[config.mk]
export PLATFORM = sky130hd
export DESIGN_NAME = ipp_prefetch_pipe
export DESIGN_NICKNAME = d
export VERILOG_FILES = /design/src/ipp_pkg.sv /design/src/ipp_prefetch_pipe.sv
export SDC_FILE = /design/constraint.sdc
export NUM_CORES = 1
export LEC_CHECK = 0
export BUFFER_PORTS_ARGS = -buffer_cell sky130_fd_sc_hd__buf_2
export CORE_MARGIN = 2
export CORE_UTILIZATION = 54
export CTS_CLUSTER_SIZE = 16
export DETAILED_ROUTE_END_ITERATION = 12
export PLACE_DENSITY = 0.79
export SLEW_MARGIN = 10
export SYNTH_ARGS = -nofsm -noshare
export SYNTH_HDL_FRONTEND = slang
export SYNTH_SLANG_ARGS = --single-unit
[constraint.sdc]
create_clock -name clk_sys_i -period 2.7 [get_ports clk_sys_i]
set_clock_uncertainty 0.15 [all_clocks]
set_input_delay 0.27 -clock clk_sys_i [delete_from_list [all_inputs] [get_ports clk_sys_i]]
set_output_delay 0.27 -clock clk_sys_i [all_outputs]
set_load 0.05 [all_outputs]
[src/ipp_pkg.sv]
package ipp_pkg;

  // pipe geometry
  localparam int IPP_STAGES = 3;
  localparam int IPP_WORD_W = 16;
  localparam int IPP_LONG_W = 32;
  localparam int IPP_SPACE_W = 3;
  localparam int IPP_ADDR_W = 32;

  // stage indices
  localparam int IPP_STG_B = 0;
  localparam int IPP_STG_C = 1;
  localparam int IPP_STG_D = 2;

  // word position inside the long word
  localparam int IPP_HI_LSB = 16;
  localparam int IPP_LO_LSB = 0;

  // reset values
  localparam logic [IPP_WORD_W-1:0] IPP_WORD_RST = 16'h0000;
  localparam logic [IPP_LONG_W-1:0] IPP_LONG_RST = 32'h0000_0000;
  localparam logic [IPP_SPACE_W-1:0] IPP_SPACE_RST = 3'h0;

  // fetch timing: request leaves one cycle after it is taken
  localparam int IPP_ISSUE_LAT = 1;

  typedef struct packed {
    logic valid;
    logic fault;
    logic [IPP_WORD_W-1:0] word;
  } ipp_stage_t;

  typedef struct packed {
    logic [IPP_ADDR_W-1:2] laddr;
    logic [IPP_SPACE_W-1:0] space;
  } ipp_tag_t;

  typedef enum logic [1:0] {
    IPP_IDLE  = 2'b00,
    IPP_ISSUE = 2'b01,
    IPP_WAIT  = 2'b10
  } ipp_state_t;

endpackage

[src/ipp_prefetch_pipe.sv]
`timescale 1ns/100ps
// Notes on behaviour
// - words awaiting decode sit in a pipe of three stages, one word each.
// - every word enters stage B and moves in order through C to D.
// - a word counts as fully decoded only once it sits in stage D.
// - each stage carries an abnormal-termination flag that moves with its word.
// - stage B is loaded only in answer to a sequencer prefetch request.
// - stages are sixteen bits wide and the holding register holds a full long word.
// - the holding register is filled from the cache or the bus in answer to a request.
// - an even-word fetch loads the whole long word and puts its upper half in stage B.
// - the next sequential word after a fault-free even fetch comes from the holding register alone.
// - the holding register serves words whether or not the cache is enabled.
// - each request goes to holding register, cache and bus controller in one cycle.
// - a holding-register hit aborts the bus cycle started for that request.
// - after a privilege change the pipe is emptied for refill from the new space.
module ipp_prefetch_pipe
  import ipp_pkg::*;
#(
  parameter int ADDR_W = IPP_ADDR_W
) (
  // clock and reset
  input wire logic clk_sys_i,
  input wire logic srst_i,
  // sequencer requests
  input wire logic req_valid_i,
  input wire logic [ADDR_W-1:0] req_addr_i,
  input wire logic [IPP_SPACE_W-1:0] req_space_i,
  output logic req_ready_o,
  // sequencer pipe control
  input wire logic consume_i,
  input wire logic flush_i,
  input wire logic priv_change_i,
  // cache and bus controller
  output logic fetch_req_o,
  output ipp_tag_t fetch_tag_o,
  output logic fetch_abort_o,
  input wire logic fill_valid_i,
  input wire logic [IPP_LONG_W-1:0] fill_data_i,
  input wire logic fill_fault_i,
  // decoded word and stage occupancy
  output ipp_stage_t dec_stage_o,
  output logic [IPP_STAGES-1:0] pipe_valid_o
);

  if (ADDR_W != IPP_ADDR_W) begin : g_addr_w_check
    $error("ipp_prefetch_pipe: ADDR_W must match the package tag width");
  end

  ipp_stage_t stage [IPP_STAGES];
  ipp_stage_t next_stage [IPP_STAGES];
  ipp_state_t st;
  ipp_state_t next_st;
  logic [IPP_LONG_W-1:0] hold_data;
  ipp_tag_t hold_tag;
  logic hold_valid;
  logic hold_fault;
  ipp_tag_t req_tag;
  logic req_odd;
  logic hit_q;
  logic discard;
  logic next_ready;

  // request decode
  wire logic flush_any = flush_i | priv_change_i;
  wire logic take = req_valid_i & req_ready_o & ~flush_any;
  wire ipp_tag_t in_tag = '{laddr: req_addr_i[ADDR_W-1:2], space: req_space_i};
  wire logic in_odd = req_addr_i[1];
  wire logic hit_now = hold_valid & (hold_tag == in_tag);

  // word sources
  wire logic hit_load = (st == IPP_ISSUE) & hit_q & ~flush_any;
  wire logic fill_load = (st == IPP_WAIT) & fill_valid_i & ~discard & ~flush_any;
  wire logic b_load = hit_load | fill_load;
  wire logic [IPP_WORD_W-1:0] hold_word = req_odd ? hold_data[IPP_LO_LSB +: IPP_WORD_W]
                                                  : hold_data[IPP_HI_LSB +: IPP_WORD_W];
  wire logic [IPP_WORD_W-1:0] fill_word = req_odd ? fill_data_i[IPP_LO_LSB +: IPP_WORD_W]
                                                  : fill_data_i[IPP_HI_LSB +: IPP_WORD_W];
  wire ipp_stage_t ins = hit_load ? '{valid: 1'b1, fault: hold_fault, word: hold_word}
                                  : '{valid: 1'b1, fault: fill_fault_i, word: fill_word};

  // stage advance, one step per cycle where the stage ahead is free
  wire logic d_free = ~stage[IPP_STG_D].valid | consume_i;
  wire logic c_free = ~stage[IPP_STG_C].valid | d_free;
  wire logic b_free = ~stage[IPP_STG_B].valid | c_free;

  always_comb begin
    next_stage[IPP_STG_D] = d_free ? stage[IPP_STG_C] : stage[IPP_STG_D];
    next_stage[IPP_STG_C] = c_free ? stage[IPP_STG_B] : stage[IPP_STG_C];
    if (b_free) begin
      next_stage[IPP_STG_B] = b_load ? ins : '0;
    end else begin
      next_stage[IPP_STG_B] = stage[IPP_STG_B];
    end
    if (flush_any) begin
      next_stage[IPP_STG_B] = '0;
      next_stage[IPP_STG_C] = '0;
      next_stage[IPP_STG_D] = '0;
    end
  end

  // fetch sequencing
  always_comb begin
    next_st = st;
    case (st)
      IPP_IDLE: begin
        if (take) begin
          next_st = IPP_ISSUE;
        end
      end
      IPP_ISSUE: begin
        if (hit_q) begin // holding hit needs no fill and goes straight back to idle
          next_st = IPP_IDLE;
        end else begin
          next_st = IPP_WAIT;
        end
      end
      IPP_WAIT: begin
        if (fill_valid_i) begin
          next_st = IPP_IDLE;
        end
      end
      default: begin
        next_st = IPP_IDLE;
      end
    endcase
  end

  // a request is accepted only while a stage is free after this cycle
  always_comb begin
    next_ready = (next_st == IPP_IDLE) &
                 ~(next_stage[IPP_STG_B].valid & next_stage[IPP_STG_C].valid & next_stage[IPP_STG_D].valid);
  end

  always_ff @(posedge clk_sys_i) begin
    if (srst_i) begin
      st <= IPP_IDLE;
      req_ready_o <= 1'b0;
      for (int i = 0; i < IPP_STAGES; i++) begin
        stage[i] <= '0;
      end
    end else begin
      st <= next_st;
      req_ready_o <= next_ready;
      for (int i = 0; i < IPP_STAGES; i++) begin
        stage[i] <= next_stage[i];
      end
    end
  end

  // request capture and issue to cache and bus together
  always_ff @(posedge clk_sys_i) begin
    if (srst_i) begin
      req_tag <= '0;
      req_odd <= 1'b0;
      hit_q <= 1'b0;
      fetch_req_o <= 1'b0;
      fetch_abort_o <= 1'b0;
      fetch_tag_o <= '0;
    end else begin
      fetch_req_o <= take;
      fetch_abort_o <= take & hit_now;
      if (take) begin
        req_tag <= in_tag;
        req_odd <= in_odd;
        hit_q <= hit_now;
        fetch_tag_o <= in_tag;
      end
    end
  end

  // holding register
  always_ff @(posedge clk_sys_i) begin
    if (srst_i) begin
      hold_valid <= 1'b0;
      hold_data <= IPP_LONG_RST;
      hold_tag <= '0;
      hold_fault <= 1'b0;
      discard <= 1'b0;
    end else begin
      if (flush_any) begin
        hold_valid <= 1'b0;
      end else if (fill_load) begin
        hold_valid <= ~fill_fault_i;
        hold_data <= fill_data_i;
        hold_tag <= req_tag;
        hold_fault <= fill_fault_i;
      end
      if (flush_any & ((st == IPP_WAIT & ~fill_valid_i) | (st == IPP_ISSUE & ~hit_q))) begin
        discard <= 1'b1;
      end else if (st == IPP_WAIT & fill_valid_i) begin
        discard <= 1'b0;
      end
    end
  end

  // decode stage and occupancy
  assign dec_stage_o = stage[IPP_STG_D];
  assign pipe_valid_o = {stage[IPP_STG_D].valid, stage[IPP_STG_C].valid, stage[IPP_STG_B].valid};

  // checks
  property p_no_overfill;
    @(posedge clk_sys_i) disable iff (srst_i)
    take |-> !(stage[IPP_STG_B].valid && stage[IPP_STG_C].valid && stage[IPP_STG_D].valid);
  endproperty
  a_no_overfill: assert property (p_no_overfill) else $error("request taken with pipe full");

  property p_b_to_c;
    @(posedge clk_sys_i) disable iff (srst_i)
    (stage[IPP_STG_B].valid && c_free && !flush_any) |=> (stage[IPP_STG_C] == $past(stage[IPP_STG_B]));
  endproperty
  a_b_to_c: assert property (p_b_to_c) else $error("stage B word did not move to C");

  property p_d_from_c;
    @(posedge clk_sys_i) disable iff (srst_i)
    $rose(dec_stage_o.valid) |-> $past(stage[IPP_STG_C].valid);
  endproperty
  a_d_from_c: assert property (p_d_from_c) else $error("stage D filled without passing C");

  property p_fault_travel;
    @(posedge clk_sys_i) disable iff (srst_i)
    (stage[IPP_STG_C].valid && d_free && !flush_any) |=> (dec_stage_o.fault == $past(stage[IPP_STG_C].fault));
  endproperty
  a_fault_travel: assert property (p_fault_travel) else $error("fault flag lost between C and D");

  property p_load_on_request;
    @(posedge clk_sys_i) disable iff (srst_i)
    (stage[IPP_STG_B].valid && !$past(stage[IPP_STG_B].valid)) |-> $past(st != IPP_IDLE, 1);
  endproperty
  a_load_on_request: assert property (p_load_on_request) else $error("stage B loaded without request");

  property p_even_upper;
    @(posedge clk_sys_i) disable iff (srst_i)
    (fill_load && !req_odd && b_free) |=> (stage[IPP_STG_B].word == $past(fill_data_i[IPP_HI_LSB +: IPP_WORD_W]));
  endproperty
  a_even_upper: assert property (p_even_upper) else $error("even fetch did not load upper word");

  property p_hit_no_wait;
    @(posedge clk_sys_i) disable iff (srst_i)
    (take && hit_now) |=> (fetch_abort_o && fetch_req_o) ##1 (st == IPP_IDLE);
  endproperty
  a_hit_no_wait: assert property (p_hit_no_wait) else $error("holding hit did not abort and finish");

  property p_issue_together;
    @(posedge clk_sys_i) disable iff (srst_i)
    take |=> (fetch_req_o && fetch_tag_o == $past(in_tag));
  endproperty
  a_issue_together: assert property (p_issue_together) else $error("request not issued next cycle");

  property p_flush_empty;
    @(posedge clk_sys_i) disable iff (srst_i)
    flush_any |=> (pipe_valid_o == 3'h0 && !hold_valid);
  endproperty
  a_flush_empty: assert property (p_flush_empty) else $error("flush left pipe or holding valid");

  property p_hit_tag;
    @(posedge clk_sys_i) disable iff (srst_i)
    fetch_abort_o |-> ($past(hold_valid) && ($past(hold_tag) == fetch_tag_o));
  endproperty
  a_hit_tag: assert property (p_hit_tag) else $error("hit without matching tag");

  property p_miss_no_abort;
    @(posedge clk_sys_i) disable iff (srst_i)
    (fetch_req_o && !fetch_abort_o) |-> !($past(hold_valid) && ($past(hold_tag) == fetch_tag_o));
  endproperty
  a_miss_no_abort: assert property (p_miss_no_abort) else $error("matching tag went to cache or bus");

  property p_one_outstanding;
    @(posedge clk_sys_i) disable iff (srst_i)
    discard |-> (st == IPP_WAIT && !req_ready_o);
  endproperty
  a_one_outstanding: assert property (p_one_outstanding) else $error("request open while fill pending");

  property p_ready_full;
    @(posedge clk_sys_i) disable iff (srst_i)
    (pipe_valid_o == 3'h7) |-> !req_ready_o;
  endproperty
  a_ready_full: assert property (p_ready_full) else $error("ready shown with pipe full");

  property p_odd_lower;
    @(posedge clk_sys_i) disable iff (srst_i)
    (fill_load && req_odd && b_free) |=> (stage[IPP_STG_B].word == $past(fill_data_i[IPP_LO_LSB +: IPP_WORD_W]));
  endproperty
  a_odd_lower: assert property (p_odd_lower) else $error("odd fetch did not load lower word");

  property p_hit_clean;
    @(posedge clk_sys_i) disable iff (srst_i)
    hit_load |=> (stage[IPP_STG_B].valid && !stage[IPP_STG_B].fault);
  endproperty
  a_hit_clean: assert property (p_hit_clean) else $error("holding hit did not load a clean word");

  property p_d_hold;
    @(posedge clk_sys_i) disable iff (srst_i)
    (dec_stage_o.valid && !consume_i && !flush_any) |=> (dec_stage_o == $past(dec_stage_o));
  endproperty
  a_d_hold: assert property (p_d_hold) else $error("decoded word left stage D unconsumed");

  c_hit: cover property (@(posedge clk_sys_i) disable iff (srst_i) take && hit_now);
  c_miss_fill: cover property (@(posedge clk_sys_i) disable iff (srst_i) fill_load && !req_odd);
  c_fault_at_d: cover property (@(posedge clk_sys_i) disable iff (srst_i) dec_stage_o.valid && dec_stage_o.fault);
  c_full: cover property (@(posedge clk_sys_i) disable iff (srst_i) pipe_valid_o == 3'h7);
  c_discard: cover property (@(posedge clk_sys_i) disable iff (srst_i) discard && fill_valid_i);

endmodule

Word level (Yosys, flattened, before mapping)
Memories as Yosys holds them, arrays and structs flattened.
Index checks and enable logic that the tools add are counted.
{ "totals": {"ff_bits": 108, "latch_bits": 0, "ramBits": 54, "rom_bits": 0, "n_memories": 1} }
{ "memory_table": {"columns": ["memory", "words", "word_bits", "read_ports", "rd_ports_with_merged_regs", "write_ports", "line_no", "rtl"], "rows": [
  ["stage", 3, 18, 3, 0, 3, "ipp_prefetch_pipe.sv:49", "ipp_stage_t stage [IPP_STAGES];"]
]} }
{ "classes": {"addsub": 0, "n_mul": 0, "n_div": 0, "order_cmp": 0, "n_eq_ne": 3, "shifts": 0, "muxes": 20, "bitwise_logic": 33, "n_reduce_logical": 5} }
{ "op_table": {"columns": ["cell", "n"], "rows": [
  ["18-bit two-way mux", 7],
  ["54-bit two-way mux", 1],
  ["33-bit == test", 1],
  ["16-bit two-way mux", 2],
  ["17-bit two-way mux", 1],
  ["1-bit AND", 15],
  ["1-bit NOT", 9],
  ["1-bit bitwise OR", 9],
  ["2-bit two-way mux", 3],
  ["2-bit case mux with 3 select lines", 1],
  ["1-bit two-way mux", 5],
  ["2-bit logical NOT", 2],
  ["2-bit by 1-bit == test with 1-bit output (second input constant)", 1],
  ["2-bit == test (second input constant)", 1],
  ["2-bit AND reduction", 1],
  ["2-bit nonzero test", 1],
  ["2-bit OR reduction", 1]
]} }

Depth between registers and ports, before layout
{ "depth": {"ltp_word": 12, "mapped_depth": 7, "ltp_nobuf": 5} }

Least setup slack after synthesis
No wires, ideal clock.
{ "synth_path": {"path_kind": "register -> register", "from": "memory stage[0][53] (netlist bit)", "to": "memory stage[0][10] (netlist bit)", "setup_ns": 0.059, "t_arrival_ns": 1.677, "required_time_ns": 2.491, "path_slack_ns": 0.814, "path_stages_with_launch": 8, "path_buffers": 2, "period_less_slack_ns": 1.886, "cell_sequence": "dfxtp_1 nor2b_1 and2_1 buf_4 nand2_1 nor2_1 buf_2 a22o_1"} }
{ "synth_lines": {"columns": ["element", "line_no"], "rows": [
  ["start, declared", "ipp_prefetch_pipe.sv:49"]
]} }

==> key figures <==
Outcome
  – Status: finished with violations
  – Failing checks: DRC

Clock tree
  – Clock sink count: 162
  – PostCTS Resize Cnt: 0
  – Clock root buffer: clkbuf_16
  – CTS buffer count: 17
  – Clock transition at path regs: 0.06 ns
  – Number of setup buffers added after CTS: 0
  – Worst skew pair latency: roughly 0.42 ns
  – Clk buf depth: 2
  – # H-tree levels: 4
  – TritonCTS clock tree: done

Placement
  – Placer congestion estimate: just over 0.8
  – HPWL after DPL: about 10000 um
  – Number of port buffers: 130
  – Placed cell area: 0.007033 mm2

Yosys
  – EDFF count, synth: 0
  – Synth Register Bits: roughly 160
  – Syn avg cell area: 8.477 um2
  – Post-Synth Simple-Gate Area: 0.1938
  – Cells after Synth: 760
  – Cell Area, Synth: between 0.006 and 0.007 mm2
  – Post-synthesis compound-gate area fraction: 0.1398
  – Count of warnings emitted by yosys: 0
  – Syn_nets: 835
  – Sequential element share of the synthesized area: 0.5034
  – Post-Synth Adder-Cell Area: 0.001554
  – Xor and xnor area share after synthesis: 0.04486
  – Main combinational cell family by area after synthesis: simple AND/OR/NAND/NOR gates
  – Mux cell area share after synthesis: 0.05768
  – Asr flop ratio synth: 0
  – Predominant post-synthesis flop cell: dfxtp_1
  – Synth unique cells: 34

Setup path
  – Arrival time worst endpoint: 2.49 ns
  – Req. time, crit path: 2.91 ns
  – Nature of the critical path startpoint: input pin
  – Crit path max fanout: 16
  – Setup Crit Path Kind: in2reg
  – Worst Setup SP: fill_valid_i
  – Worst R2R Start: st[0]
  – CP Capture Type: flop

Route
  – Drt first pass iters: 9
  – Via count: about 5900
  – # DRC: 5
  – Antenna Nets Post-Route: 0
  – DR iter-0 viols: 593
  – Detailed Route WL: 16910 um
  – DR WL/cell: 15.71 um
  – Via density: 5.500

Hold path
  – Hold Crit Class: in2reg
  – Hold Path Origin: srst_i

Timing
  – Tcrit/Tclk final: 0.8437
  – Max Slew Vio Count: 0
  – Unrepaired setup endpoints after global routing: false
  – # setup viols final: 0
  – Slew Limit Headroom: 0.3111
  – Final hold vios: 0
  – Setup TNS Final: 0 ns
  – Tmin final: 2.278 ns
  – Fmax: 439.0 MHz
  – Slew @ Worst Pin: 1.033 ns

Flow run
  – Max-Cap Viols: 0

Global routing
  – Vias in the first global route: ~5700
  – Total track usage: 0.2680
  – GRT overflow: 0
  – Global-route wire length before repair: 27240 um
  – Pin count of the biggest net entering global routing: 104
  – Initial antenna violation count: 3

Floorplanning
  – DIE HEIGHT: roughly 110 um
  – Core area: ~0.012 mm2
  – # rows: 39
  – Die footprint: roughly 0.013 mm2
  – Top-level I/O count: 132
  – Starting density of the core: 0.5594
  – Die X: approximately 110 um

Pwr
  – Total power: 5.148 mW
  – Cell Pwr Density: around 620 mW/mm2
  – Pleak: 3.209 nW
  – VDD IR max: 0.0004531 V

Final layout
  – Layout cells sized above 1: 0.2116
  – Layout fillers: roughly 830
  – Area growth from synthesis to layout: 29.00%
  – Nets: 993
  – Final instance area: approximately 0.0083 mm2
-- flip-flops by register name, summed over array words and instances, names as in the netlist --
register and flops:
req_tag 33, hold_valid 1, req_odd 1, discard 1
hold_tag 33, fetch_abort_o 1, hit_q 1, stage 54
req_ready_o 1, hold_data 32, fetch_req_o 1, st 2
hold_fault 1
-- per-stage QoR --
step                      setup slack, ns  hold slack (ns)  std cells    util
final                              0.4220          0.02688       1076  0.7216
after global routing               0.2908          0.04310       1076  0.7216
after CTS                          0.3988         0.004023       1073  0.7203
after detailed placement           0.4766           0.2919        974  0.6107
after global placement             0.4788           0.2881        974  0.6107
after floorplan                    0.8139           0.2041        760       -
-- cells in the mapped netlist, drive strengths merged, types with 2 or more instances --
master | count | area share
nand2 | 272 | 0.16
dfxtp | 162 | 0.50
a21oi | 137 | 0.11
clkbuf | 37 | 0.022
buf | 35 | 0.036
xor2 | 32 | 0.044
a22o | 16 | 0.022
mux4 | 16 | 0.056
nor2 | 10 | 0.0058
nor4 | 10 | 0.0097
nand3 | 4 | 0.0031
nand2b | 3 | 0.0029
and2 | 2 | 0.0019
and3 | 2 | 0.0019
inv | 2 | 0.0012
nand4 | 2 | 0.0019
nor2b | 2 | 0.0019
nor3 | 2 | 0.0016
o211ai | 2 | 0.0023
-- routing by layer --
layer	track usage	wire [um]	vias up
li1	-	-	2835
met1	0.3389	7194	2776
met2	0.4343	8009	251
met3	0.07070	1063	54
met4	0.1163	630	2
met5	0	9	-
-- power breakdown --
part,total (mW),switching [mW],internal [mW],leakage (nW)
Clock,2.40,1.00,1.40,0.280
Sequential,2.41,0.0113,2.40,1.31
Combinational,0.333,0.179,0.154,1.62
Total,5.15,1.19,3.95,3.21
-- repair_timing --
| action | 4_1_cts | 5_1_grt |
|---|---|---|
| hold buffers | 67 | 1 |
| hold endpoints to repair | 67 | 1 |
| setup endpoints to repair | 0 | 0 |
-- critical path: stages --
cell and delay, ns:
dlygate4sd3_1 0.53, buf_2 0.11, nand3b_1 0.11, or4_2 0.62
a221oi_4 0.61, a22o_1 0.24
-- placed cells by master (no fill, tap or decap), drive strengths merged, types with 7 or more instances in the layout --
cell,n
nor2,10
dlygate4sd3,68
nand2,272
dfxtp,162
buf,143
clkbuf,18
xor2,32
a21oi,137
nor4,10
inv,7
a22o,16
mux4,16
-- final cells by class --
| type | instances | area [um2] | area share |
|---|---|---|---|
| flip-flops and latches | 162 | 3243 | 0.3902 |
| multi-input cells | 524 | 2828 | 0.3403 |
| repair buffers | 211 | 1456 | 0.1752 |
| clock buffers | 18 | 439.2 | 0.05285 |
| well taps | 143 | 178.9 | 0.02153 |
| clock inverters | 14 | 152.6 | 0.01837 |
| inverters | 2 | 7.507 | 0.0009033 |
| diodes | 2 | 5.005 | 0.0006022 |
-- kinds of logic (layout without fill, tap and decap cells) --
group           after synthesis  after routing
simple gates                313            313
xor+xnor                     33             33
other cells                   0              2
fa+ha+maj                     1              1
flops                       162            162
mux                          17             17
compound gates              160            160
buf+inv                      74            245
-- path summary, 6_finish.rpt --
kind / slack (ns) / to / cells past startpoint
setup / recovery: 0.42 / stage[0][15] / 6
hold / removal: 0.03 / discard / 3
setup reg to reg: 0.47 / stage[0][15] / 4
hold reg to reg: 0.30 / stage[0][52] / 2
Power figures use the tool's default switching activity.
